--- src/design/rdec_pkg.sv ---
// shared constants and types for the rs485 driver-enable controller
package rdec_pkg;
    // clock and line timing
    localparam int CLK_HZ = 25_000_000;
    localparam int MIN_BAUD_BPS = 1200;
    localparam int MAX_BAUD_BPS = 115200;
    localparam int FRAME_BITS = 10;
    // longest bit time, rounded down, used before a rate has been measured
    localparam int SLOW_BIT_CYC = CLK_HZ / MIN_BAUD_BPS;
    // shortest low pulse taken as a real bit: half a bit at the top rate
    localparam int MIN_PULSE_CYC = CLK_HZ / MAX_BAUD_BPS / 2;
    localparam int CNT_W = 16;
    localparam int BOOT_WAIT_CYC = 3;

    // register map, byte addresses
    localparam logic [7:0] CTRL_OFS = 8'h00;
    localparam logic [7:0] STATUS_OFS = 8'h04;
    localparam logic [7:0] BITTIME_OFS = 8'h08;
    // ctrl fields
    localparam int CTRL_EN_BIT = 0;
    localparam int CTRL_REBAUD_BIT = 1;
    localparam logic CTRL_EN_RST = 1'b1;
    // status fields
    localparam int ST_MODE_LSB = 0;
    localparam int ST_SUPP_BIT = 2;
    localparam int ST_DE_BIT = 3;
    localparam int ST_VALID_BIT = 4;
    localparam int ST_LATCHED_BIT = 5;

    // mode-select switch code, in switch order
    typedef enum logic [1:0] {MODE_ALWAYS, MODE_AUTO, MODE_RTS, MODE_DATA} rdec_mode_t;
    typedef enum logic {FR_IDLE, FR_BUSY} rdec_frame_t;

    typedef struct packed {
        logic [7:0] paddr;
        logic psel;
        logic penable;
        logic pwrite;
        logic [31:0] pwdata;
    } rdec_apb_req_t;

    typedef struct packed {
        logic [31:0] prdata;
        logic pready;
        logic pslverr;
    } rdec_apb_rsp_t;

    typedef struct packed {
        logic [CNT_W-1:0] low_cnt;
        logic [CNT_W-1:0] bit_cyc;
        logic valid;
        logic prev;
    } rdec_baud_st_t;
endpackage

--- src/design/rdec_autobaud.sv ---
// bit-time estimator: shortest valid low pulse seen on transmit data
`timescale 1ns/1ps
`default_nettype none
module rdec_autobaud (
    input wire logic pclk, // system clock
    input wire logic presetn, // async reset, active low
    input wire logic txd, // synchronised transmit data
    input wire logic clear, // forget the measured rate
    output logic [rdec_pkg::CNT_W-1:0] bit_cyc, // measured bit time in cycles
    output logic valid // a rate has been measured
);
    import rdec_pkg::*;

    rdec_baud_st_t s_q, s_d;

    // a lone start bit or a single zero gives one bit time; the minimum wins
    always_comb begin
        s_d = s_q;
        s_d.prev = txd;
        // clear first, so a pulse that ends in the same cycle still counts
        if (clear) begin
            s_d.valid = 1'b0;
            s_d.bit_cyc = '0;
        end
        if (!txd) begin
            if (s_q.low_cnt != {CNT_W{1'b1}}) begin
                s_d.low_cnt = s_q.low_cnt + 1'b1;
            end
        end else begin
            s_d.low_cnt = '0;
            // pulses shorter than half a bit at top rate are treated as noise
            if (!s_q.prev && s_q.low_cnt >= CNT_W'(MIN_PULSE_CYC) &&
                (!s_d.valid || s_q.low_cnt < s_q.bit_cyc)) begin
                s_d.bit_cyc = s_q.low_cnt;
                s_d.valid = 1'b1;
            end
        end
    end

    always_ff @(posedge pclk or negedge presetn) begin
        if (!presetn) begin
            s_q <= '{low_cnt: '0, bit_cyc: '0, valid: 1'b0, prev: 1'b1};
        end else begin
            s_q <= s_d;
        end
    end

    assign bit_cyc = s_q.bit_cyc;
    assign valid = s_q.valid;
endmodule // rdec_autobaud
`default_nettype wire

--- src/design/rdec_driver_ctrl.sv ---
// rs485 driver-enable and receive-echo control with apb status port
`timescale 1ns/1ps
`default_nettype none
// Operation
// - mode switch latched once after reset
// - data mode: low data drives line
// - data mode: high data tri-states driver
// - rts mode: request-to-send gates driver
// - auto mode: measure baud, derive enable
// - always mode: driver and led on while enabled
// - echo allowed: line receive returned
// - switch position six suppresses echo
// - transmit data sampled every cycle, first
// - auto release within allowed bit times
module rdec_driver_ctrl #(
    parameter int SLOW_BIT_CYC_P = rdec_pkg::SLOW_BIT_CYC // bit time before a rate is known
) (
    input wire logic pclk, // system clock, 25 MHz
    input wire logic presetn, // async reset, active low
    input wire rdec_pkg::rdec_apb_req_t apb_req, // apb request signals
    output rdec_pkg::rdec_apb_rsp_t apb_rsp, // apb answer, registered
    input wire logic host_txd, // transmit data from host uart
    input wire logic host_rts, // request-to-send from host, high asserted
    output logic host_rxd, // receive data to host uart
    input wire logic line_rxd, // line receiver output
    output logic line_txd, // data into line driver
    output logic line_de, // line driver enable, high drives
    output logic en_led, // transmit-enable indicator
    input wire logic [1:0] mode_select_switch, // communication mode straps
    input wire logic line_config_switch_6 // on suppresses echo
);
    import rdec_pkg::*;

    // block state, apart from the rate estimator in u_baud, in one record, registered once below
    typedef struct packed {
        logic tx_s1;
        logic tx_s2;
        logic tx_prev;
        logic rts_s1;
        logic rts_s2;
        logic rx_s1;
        logic rx_s2;
        logic [1:0] msw_s1;
        logic [1:0] msw_s2;
        logic lsw_s1;
        logic lsw_s2;
        logic [1:0] boot_cnt;
        logic latched;
        rdec_mode_t mode;
        rdec_frame_t frame;
        logic [3:0] bit_cnt;
        logic [CNT_W-1:0] cyc_cnt;
        logic ctrl_en;
        logic rebaud;
        rdec_apb_rsp_t rsp;
        logic line_txd;
        logic line_de;
        logic host_rxd;
        logic en_led;
    } st_t;

    st_t s_q, s_d;
    logic [CNT_W-1:0] meas_cyc;
    logic meas_valid;
    logic [CNT_W-1:0] bit_len;
    logic fall;
    logic de_next;

    // word index match on the register map
    function automatic logic hit(input logic [7:0] addr, input logic [7:0] ofs);
        hit = (addr[7:2] == ofs[7:2]);
    endfunction

    rdec_autobaud u_baud (
        .pclk(pclk),
        .presetn(presetn),
        .txd(s_q.tx_s2),
        .clear(s_q.rebaud),
        .bit_cyc(meas_cyc),
        .valid(meas_valid)
    );

    // slow default keeps the driver on long enough until a rate is known
    assign bit_len = meas_valid ? meas_cyc : CNT_W'(SLOW_BIT_CYC_P);
    assign fall = s_q.tx_prev && !s_q.tx_s2;

    always_comb begin
        s_d = s_q;
        s_d.tx_s1 = host_txd;
        s_d.tx_s2 = s_q.tx_s1;
        s_d.tx_prev = s_q.tx_s2;
        s_d.rts_s1 = host_rts;
        s_d.rts_s2 = s_q.rts_s1;
        s_d.rx_s1 = line_rxd;
        s_d.rx_s2 = s_q.rx_s1;
        s_d.msw_s1 = mode_select_switch;
        s_d.msw_s2 = s_q.msw_s1;
        s_d.lsw_s1 = line_config_switch_6;
        s_d.lsw_s2 = s_q.lsw_s1;
        // rebaud is a one-cycle pulse, low unless a write raises it
        s_d.rebaud = 1'b0;

        // one-time strap capture
        // the strap is never read again, so a new mode needs a fresh reset
        if (!s_q.latched) begin
            if (s_q.boot_cnt == 2'(BOOT_WAIT_CYC - 1)) begin
                s_d.latched = 1'b1;
                s_d.mode = rdec_mode_t'(s_q.msw_s2);
            end else begin
                s_d.boot_cnt = s_q.boot_cnt + 1'b1;
            end
        end

        // frame timer, released at end of stop bit
        // a falling edge inside a frame is data, not a new start
        case (s_q.frame)
            FR_IDLE: begin
                if (fall && s_q.mode == MODE_AUTO && s_q.latched) begin
                    s_d.frame = FR_BUSY;
                    s_d.bit_cnt = '0;
                    s_d.cyc_cnt = '0;
                end
            end
            FR_BUSY: begin
                if (s_q.cyc_cnt >= bit_len - 1'b1) begin
                    s_d.cyc_cnt = '0;
                    if (s_q.bit_cnt == 4'(FRAME_BITS - 1)) begin
                        s_d.frame = FR_IDLE;
                    end else begin
                        s_d.bit_cnt = s_q.bit_cnt + 1'b1;
                    end
                end else begin
                    s_d.cyc_cnt = s_q.cyc_cnt + 1'b1;
                end
            end
            default: begin
                s_d.frame = FR_IDLE;
            end
        endcase

        // driver enable source chosen by the latched mode
        // frame state taken from s_d so auto mode drives from the start edge on
        // clearing the enable bit overrides every mode, always-on included
        de_next = 1'b0;
        if (s_q.latched && s_q.ctrl_en) begin
            case (s_q.mode)
                MODE_ALWAYS: de_next = 1'b1;
                MODE_AUTO: de_next = (s_d.frame == FR_BUSY);
                MODE_RTS: de_next = s_q.rts_s2;
                MODE_DATA: de_next = !s_q.tx_s2;
                default: de_next = 1'b0;
            endcase
        end
        s_d.line_de = de_next;
        s_d.en_led = de_next;
        s_d.line_txd = s_q.tx_s2;

        if (s_q.lsw_s2 && de_next) begin
            s_d.host_rxd = 1'b1;
        end else begin
            s_d.host_rxd = s_q.rx_s2;
        end

        // apb: read data latched in setup, answered in first access cycle
        // zero wait states; status shows the state of the setup edge
        // limitation: a change during the access cycle is seen on the next read
        s_d.rsp.pready = apb_req.psel && !apb_req.penable;
        s_d.rsp.pslverr = 1'b0;
        if (apb_req.psel && !apb_req.penable) begin
            s_d.rsp.prdata = '0;
            if (hit(apb_req.paddr, CTRL_OFS)) begin
                s_d.rsp.prdata[CTRL_EN_BIT] = s_q.ctrl_en;
            end else if (hit(apb_req.paddr, STATUS_OFS)) begin
                s_d.rsp.prdata[ST_MODE_LSB +: 2] = s_q.mode;
                s_d.rsp.prdata[ST_SUPP_BIT] = s_q.lsw_s2;
                s_d.rsp.prdata[ST_DE_BIT] = s_q.line_de;
                s_d.rsp.prdata[ST_VALID_BIT] = meas_valid;
                s_d.rsp.prdata[ST_LATCHED_BIT] = s_q.latched;
            end else if (hit(apb_req.paddr, BITTIME_OFS)) begin
                s_d.rsp.prdata[CNT_W-1:0] = bit_len;
            end else begin
                // unmapped: error flagged with the answer
                s_d.rsp.pslverr = 1'b1;
            end
        end
        // write takes effect on the completing access edge
        if (apb_req.psel && apb_req.penable && s_q.rsp.pready && apb_req.pwrite &&
            hit(apb_req.paddr, CTRL_OFS)) begin
            s_d.ctrl_en = apb_req.pwdata[CTRL_EN_BIT];
            s_d.rebaud = apb_req.pwdata[CTRL_REBAUD_BIT];
        end
    end

    // reset leaves the driver off and the host line at mark
    always_ff @(posedge pclk or negedge presetn) begin
        if (!presetn) begin
            s_q <= '{tx_s1: 1'b1, tx_s2: 1'b1, tx_prev: 1'b1, rts_s1: 1'b0, rts_s2: 1'b0,
                     rx_s1: 1'b1, rx_s2: 1'b1, msw_s1: 2'h0, msw_s2: 2'h0, lsw_s1: 1'b0,
                     lsw_s2: 1'b0, boot_cnt: 2'h0, latched: 1'b0, mode: MODE_ALWAYS,
                     frame: FR_IDLE, bit_cnt: 4'h0, cyc_cnt: '0, ctrl_en: CTRL_EN_RST,
                     rebaud: 1'b0, rsp: '0, line_txd: 1'b1, line_de: 1'b0, host_rxd: 1'b1,
                     en_led: 1'b0};
        end else begin
            s_q <= s_d;
        end
    end

    // every output comes straight from the registered record
    assign apb_rsp = s_q.rsp;
    assign line_txd = s_q.line_txd;
    assign line_de = s_q.line_de;
    assign host_rxd = s_q.host_rxd;
    assign en_led = s_q.en_led;
endmodule // rdec_driver_ctrl
`default_nettype wire

--- config.mk ---
export PLATFORM = sky130hd
export DESIGN_NAME = rdec_driver_ctrl
export DESIGN_NICKNAME = d
export VERILOG_FILES = /design/src/design/rdec_pkg.sv /design/src/design/rdec_autobaud.sv /design/src/design/rdec_driver_ctrl.sv
export SDC_FILE = /design/constraint.sdc
export NUM_CORES = 1
export LEC_CHECK = 0
export BUFFER_PORTS_ARGS = -buffer_cell sky130_fd_sc_hd__buf_2
export CORE_AREA = 2 2 108 110
export CTS_CLUSTER_SIZE = 28
export DETAILED_ROUTE_END_ITERATION = 10
export DIE_AREA = 0 0 110 112
export PLACE_DENSITY = 0.78
export SYNTH_ARGS = -nofsm -noshare
export SYNTH_HDL_FRONTEND = slang
export SYNTH_SLANG_ARGS = --single-unit
--- constraint.sdc ---
create_clock -name pclk -period 11.2 [get_ports pclk]
set_clock_uncertainty 0.2 [all_clocks]
set_input_delay 1.68 -clock pclk [delete_from_list [all_inputs] [get_ports pclk]]
set_output_delay 1.68 -clock pclk [all_outputs]
set_load 0.01 [all_outputs]
==> results of run 1 <==
[layer usage]
metal	share of wire, %	global-route usage, %
met1	44	27.2
met2	49	32.8
met3	5.1	3.45
met4	1.9	7.59
met5	0	0
[flip-flops by register name, summed over array words and instances (netlist names)]
signal	cells
s_q	33
apb_rsp	18
u_baud.s_q	17
u_baud.bit_cyc	16
s_d	7
en_led	1
host_rxd	1
u_baud.valid	1
[metrics by stage]
step / instances / utilization, % / hold WS [ns]
finish: 732 / 52.2 / 0.152
detailed placement: 716 / 49.5 / 0.136
CTS: 732 / 52.2 / 0.154
floorplan: 586 / - / 0.131
global route: 732 / 52.2 / 0.161
global placement: 716 / 49.5 / 0.133
[report_power, final]
part | switching (mW) | internal [mW] | leakage, nW | total (mW)
registers | 0.0241 | 0.359 | 1.23 | 0.383
logic | 0.0438 | 0.0349 | 1.35 | 0.0787
clock network | 0.146 | 0.158 | 0.148 | 0.305
[final timing paths]
| check | startpoint | endpoint | slack (ns) |
|---|---|---|---|
| worst max register to register | u_baud.valid | s_q[51] | 6.38 |
| worst min register to register | s_d[68] | s_q[68] | 0.15 |
| max in group asynchronous | presetn | u_baud.bit_cyc[12] | 8.61 |
| worst max-delay path | u_baud.valid | s_q[51] | 6.38 |
| worst min-delay path | s_d[68] | s_q[68] | 0.15 |
| min in group asynchronous | presetn | s_q[60] | 1.05 |
[worst max-delay path, delay by kind of cell, from the launching register on]
| family | cells | cell delay [ns] |
|---|---|---|
| adder cells (fa/ha/maj) | 2 | 0.51 |
| AO/OA/AOI/OAI | 4 | 1.36 |
| AND/OR/NAND/NOR | 6 | 1.98 |
| flip-flops | 1 | 0.68 |
[cells by family (layout without fill, tap and decap cells)]
kind of cell	Yosys count	in the layout	synth area share (%)
buffers and inverters	83	86	8.33
AO/OA/AOI/OAI	102	102	13.6
adder cells (fa/ha/maj)	38	38	8.77
XOR/XNOR	27	27	4.36
multiplexers	8	8	1.55
flip-flops	94	94	43.5
other	1	16	0.0692
AND/OR/NAND/NOR	218	218	19.8
[placed cells by master (no fill, tap or decap), types with 5 or more instances in the layout]
| cell type | Yosys | layout |
|---|---|---|
| nor3_1 | 12 | 12 |
| buf_2 | 4 | 39 |
| mux2i_1 | 5 | 5 |
| a31oi_1 | 14 | 14 |
| or3_1 | 5 | 5 |
| nand3_1 | 19 | 19 |
| nand4_1 | 15 | 15 |
| dfrtp_1 | 87 | 87 |
| a21oi_1 | 15 | 15 |
| nand2_1 | 62 | 62 |
| xor2_1 | 8 | 8 |
| xnor2_1 | 19 | 19 |
| nand2b_1 | 5 | 5 |
| inv_1 | 27 | 27 |
| and2_1 | 5 | 5 |
| clkbuf_16 | 0 | 9 |
| nor2b_1 | 11 | 11 |
| and3_1 | 11 | 11 |
| o31ai_1 | 7 | 7 |
| a211oi_1 | 6 | 6 |
| o21ai_0 | 14 | 14 |
| a22o_1 | 17 | 17 |
| nor4_1 | 8 | 8 |
| dfstp_2 | 7 | 7 |
| nor2_1 | 53 | 53 |
| conb_1 | 1 | 16 |
| ha_1 | 38 | 38 |
[final cells by class]
class | count | area share (%)
sequential | 94 | 40.5
inverter | 28 | 1.80
tap | 143 | 3.07
clock buffer | 9 | 3.86
multi-input combinational | 409 | 45.7
clock inverter | 7 | 1.27
timing repair buffer | 42 | 3.74
==> impl_metrics.json, run 1 <==
{
  "ios": 89,
  "core_um2": 11200,
  "synth_edf_count": 0,
  "setup-tns-final_ns": 0,
  "crit_path_max_incr_delay_ns": 0.68,
  "synth_commonest_cells": "dfrtp_1 (87), nand2_1 (62), nor2_1 (53)",
  "dpl-instance-area_um2": 5530,
  "fillCellCount": 978,
  "whs_path_depth": 0,
  "numCtsBuffers": 9,
  "cts_buffer_depth": 2,
  "synth.distinct_cells": 58,
  "ant_nets": 0,
  "ctsHtreeMaxLevel": 3,
  "synthArstFlopShare_pct": 100,
  "clkSinkCount": 94,
  "layout_setup_ws_ns": 6.38,
  "required_ns": 11.26,
  "drv_slew": 0,
  "cp_max_fo": 16,
  "design_area_um2": 5830,
  "post_cts_resized": 0,
  "synth-warning-count": 0,
  "fmax_mhz": 207,
  "place.port_buffers": 40,
  "ir_drop_uv": 88.0,
  "chipHeight_um": 112,
  "rr_worst_depth": 12,
  "syn_area_um2": 5420,
  "clk_pin_slew_worst_paths_ns": 0.07,
  "ys.flop_type": "dfrtp_1",
  "grt_usage_pct": 20.3,
  "dpl.hpwl_um": 8580,
  "post-cts-setup-buffers": 0,
  "worstSetupPathType": "flip-flop to flip-flop",
  "avgSynthCellArea_um2": 9.50,
  "grt_pass1_vias": 4083,
  "area_delta_synth_final_pct": 7.48,
  "multiInputGateArea_um2": 2670,
  "seq_area_frac_synth_pct": 43.5,
  "synth_seq_cells": 94,
  "overflow": 0,
  "synth_area_leaders": "dfrtp_1 (40%), ha_1 (8.8%), buf_4 (5.0%), nand2_1 (4.3%), nor2_1 (3.7%)",
  "cp_cell_sequence": "nor2b_1, ha_1, nand2_1, or4_4, or3_1, a21oi_1, ha_1, or2_2, a311oi_1, o21a_1, nand2_1, o32ai_1",
  "synth.most_common_cell": "dfrtp_1",
  "crit_arrival_ns": 4.88,
  "firstDrtPassIters": 5,
  "syn_inst": 571,
  "cts_tree": "yes",
  "post_route_cells_drive_above_1_share_pct": 13.4,
  "total_power_mw": 0.766,
  "drt-wirelength-per-cell_um": 16.0,
  "clock_latency_ns": 0.35,
  "critPathSlowestCell": "dfrtp_1",
  "antenna_found_initial": 0,
  "dp_slack_ns": 6.56,
  "grt_start_max_net_pins": 65,
  "via_per_inst": 5.80,
  "root_buffer": "clkbuf_16",
  "power_density_nw_per_um2": 131,
  "fin_crit_sh_pct": 43.1,
  "wirelength_um": 11700,
  "synth_top_area_cell": "dfrtp_1",
  "startpoint_type": "flip-flop",
  "hold_viol_final": 0,
  "setup_viol": 0,
  "remaining_drc_errors": 0,
  "p_leak_nw": 2.73,
  "dieArea_um2": 12300,
  "hp-class": "flip-flop to flip-flop",
  "tightest_slew_ns": 0.922,
  "initial_utilization_pct": 48.5,
  "die_w_um": 110,
  "rows": 39,
  "grt_pass1_wl_um": 19700,
  "fin_nets": 673,
  "outcome": "complete, no violations",
  "min_period_ns": 4.82,
  "num_vias": 4246,
  "ctsHoldBuffers": 0,
  "cp-end-kind": "flip-flop",
  "maxCapViolations": 0,
  "antenna_cells": 0,
  "final-seq-area_um2": 2360,
  "place_congestion": 0.891,
  "relSlewSlack_pct": 38.6,
  "yosysTopAreaCellShare_pct": 40.1,
  "drt_iter0_markers": 357,
  "rsz0062_at_grt": "false"
}
No activity file was read; power rests on OpenSTA's default activity.
==> run 2: changes to the inputs <==
Clock period 11.2 ns to 4.7 ns, I/O delays scaled along.
==> impl_metrics.json, run 2 (same netlist as run 1, synthesis figures left out) <==
{
  "design_area_um2": 5850,
  "dpl-instance-area_um2": 5550,
  "p_leak_nw": 2.74,
  "firstDrtPassIters": 5,
  "fillCellCount": 994,
  "clkSinkCount": 94,
  "cp_max_fo": 13,
  "ir_drop_uv": 146,
  "drt_iter0_markers": 285,
  "relSlewSlack_pct": 49.3,
  "tightest_slew_ns": 0.758,
  "total_power_mw": 1.83,
  "post-cts-setup-buffers": 0,
  "crit_path_max_incr_delay_ns": 0.54,
  "antenna_found_initial": 0,
  "grt_usage_pct": 20.6,
  "hp-class": "flip-flop to flip-flop",
  "rows": 39,
  "startpoint_type": "flip-flop",
  "critPathSlowestCell": "or4_4",
  "maxCapViolations": 0,
  "root_buffer": "clkbuf_16",
  "post_cts_resized": 0,
  "crit_arrival_ns": 4.18,
  "place_congestion": 0.882,
  "layout_common_cells": "dfrtp_1 (87), nand2_1 (62), nor2_1 (53), buf_2 (39), ha_1 (38)",
  "drv_slew": 0,
  "wirelength_um": 11800,
  "num_vias": 4245,
  "largest_register_ffs": 33,
  "initial_utilization_pct": 48.5,
  "dpl.hpwl_um": 8590,
  "fin_nets": 676,
  "worstSetupPathType": "flip-flop to flip-flop",
  "setup_viol": 0,
  "die_w_um": 110,
  "place.port_buffers": 40,
  "layout_commonest_cell": "dfrtp_1",
  "ant_nets": 0,
  "clock_latency_ns": 0.36,
  "grt_start_max_net_pins": 53,
  "cp-end-kind": "flip-flop",
  "rsz0062_at_grt": "false",
  "fmax_mhz": 244,
  "area_delta_synth_final_pct": 7.89,
  "setup-tns-final_ns": 0,
  "grt_pass1_wl_um": 19800,
  "via_per_inst": 5.78,
  "cts_tree": "yes",
  "dieArea_um2": 12300,
  "hold_viol_final": 0,
  "largest_register": "s_q",
  "numCtsBuffers": 9,
  "post_route_cells_drive_above_1_share_pct": 13.9,
  "ctsHoldBuffers": 0,
  "required_ns": 4.78,
  "power_density_nw_per_um2": 313,
  "ios": 89,
  "remaining_drc_errors": 0,
  "overflow": 0,
  "fin_crit_sh_pct": 87.2,
  "cts_buffer_depth": 2,
  "cp_cell_sequence": "nor2b_1, ha_1, nand2_1, or4_4, or3_1, a21oi_1, ha_1, or2_2, a311oi_1, o21ai_0, buf_4, or3_1, a31oi_1",
  "core_um2": 11200,
  "chipHeight_um": 112,
  "grt_pass1_vias": 4185,
  "ctsHtreeMaxLevel": 3,
  "clk_pin_slew_worst_paths_ns": 0.07,
  "outcome": "complete, no violations",
  "drt-wirelength-per-cell_um": 16.1,
  "antenna_cells": 0,
  "min_period_ns": 4.10
}
-- run 2: cell count changes in the layout (fill, tap and decap cells not counted), sizes merged --
cell / delta
buf: +3
inv: -1
clkinv: +1
-- run 2: per-stage QoR --
stage                     setup slack [ns]  hold WS [ns]  instances  utilization [%]
final                                0.600         0.151        735             52.4
after global routing                 0.342         0.159        735             52.4
after CTS                            0.592         0.152        735             52.4
after detailed placement             0.639         0.135        719             49.7
after global placement               0.692         0.133        719             49.7
after floorplan                      0.858         0.131        586                -
-- run 2: per-layer routing --
metal | global-route usage, % | vias to the layer above | share of wire, %
met5 | 0 | - | 0
met4 | 8.44 | 0 | 2.4
met3 | 4.10 | 25 | 6.8
met2 | 32.8 | 152 | 48
met1 | 27.4 | 2053 | 43
li1 | - | 2015 | -
-- run 2: worst max-delay path: cells and delay by family (launching register included) --
| kind | cells | cell delay [ns] |
|---|---|---|
| buf+inv | 1 | 0.21 |
| fa+ha+maj | 2 | 0.48 |
| simple gates | 6 | 1.92 |
| flops | 1 | 0.42 |
| compound gates | 4 | 0.78 |
-- run 2: cell type report --
class / instances / area, um2 / area share, %
inverter: 28 / 105 / 1.80
multi-input combinational: 409 / 2670 / 45.6
clock inverter: 7 / 73.8 / 1.26
timing repair buffer: 45 / 240 / 4.11
clock buffer: 9 / 225 / 3.85
tap: 143 / 179 / 3.06
sequential: 94 / 2360 / 40.4
-- run 2: path summary, 6_finish.rpt --
check	start	to	slack [ns]	depth (start not counted)
setup / recovery	u_baud.bit_cyc[0]	s_q[50]	0.60	13
hold / removal	s_d[74]	s_q[74]	0.15	0
setup reg to reg	u_baud.bit_cyc[0]	s_q[50]	0.60	13
hold reg to reg	s_d[74]	s_q[74]	0.15	0
max in group asynchronous	presetn	u_baud.bit_cyc[7]	3.15	2
min in group asynchronous	presetn	s_q[56]	0.17	1
-- run 2: power breakdown --
group / internal [mW] / total [mW] / switching [mW]
clock network: 0.376 / 0.728 / 0.352
logic: 0.0838 / 0.192 / 0.108
registers: 0.855 / 0.912 / 0.0577
total: 1.31 / 1.83 / 0.517
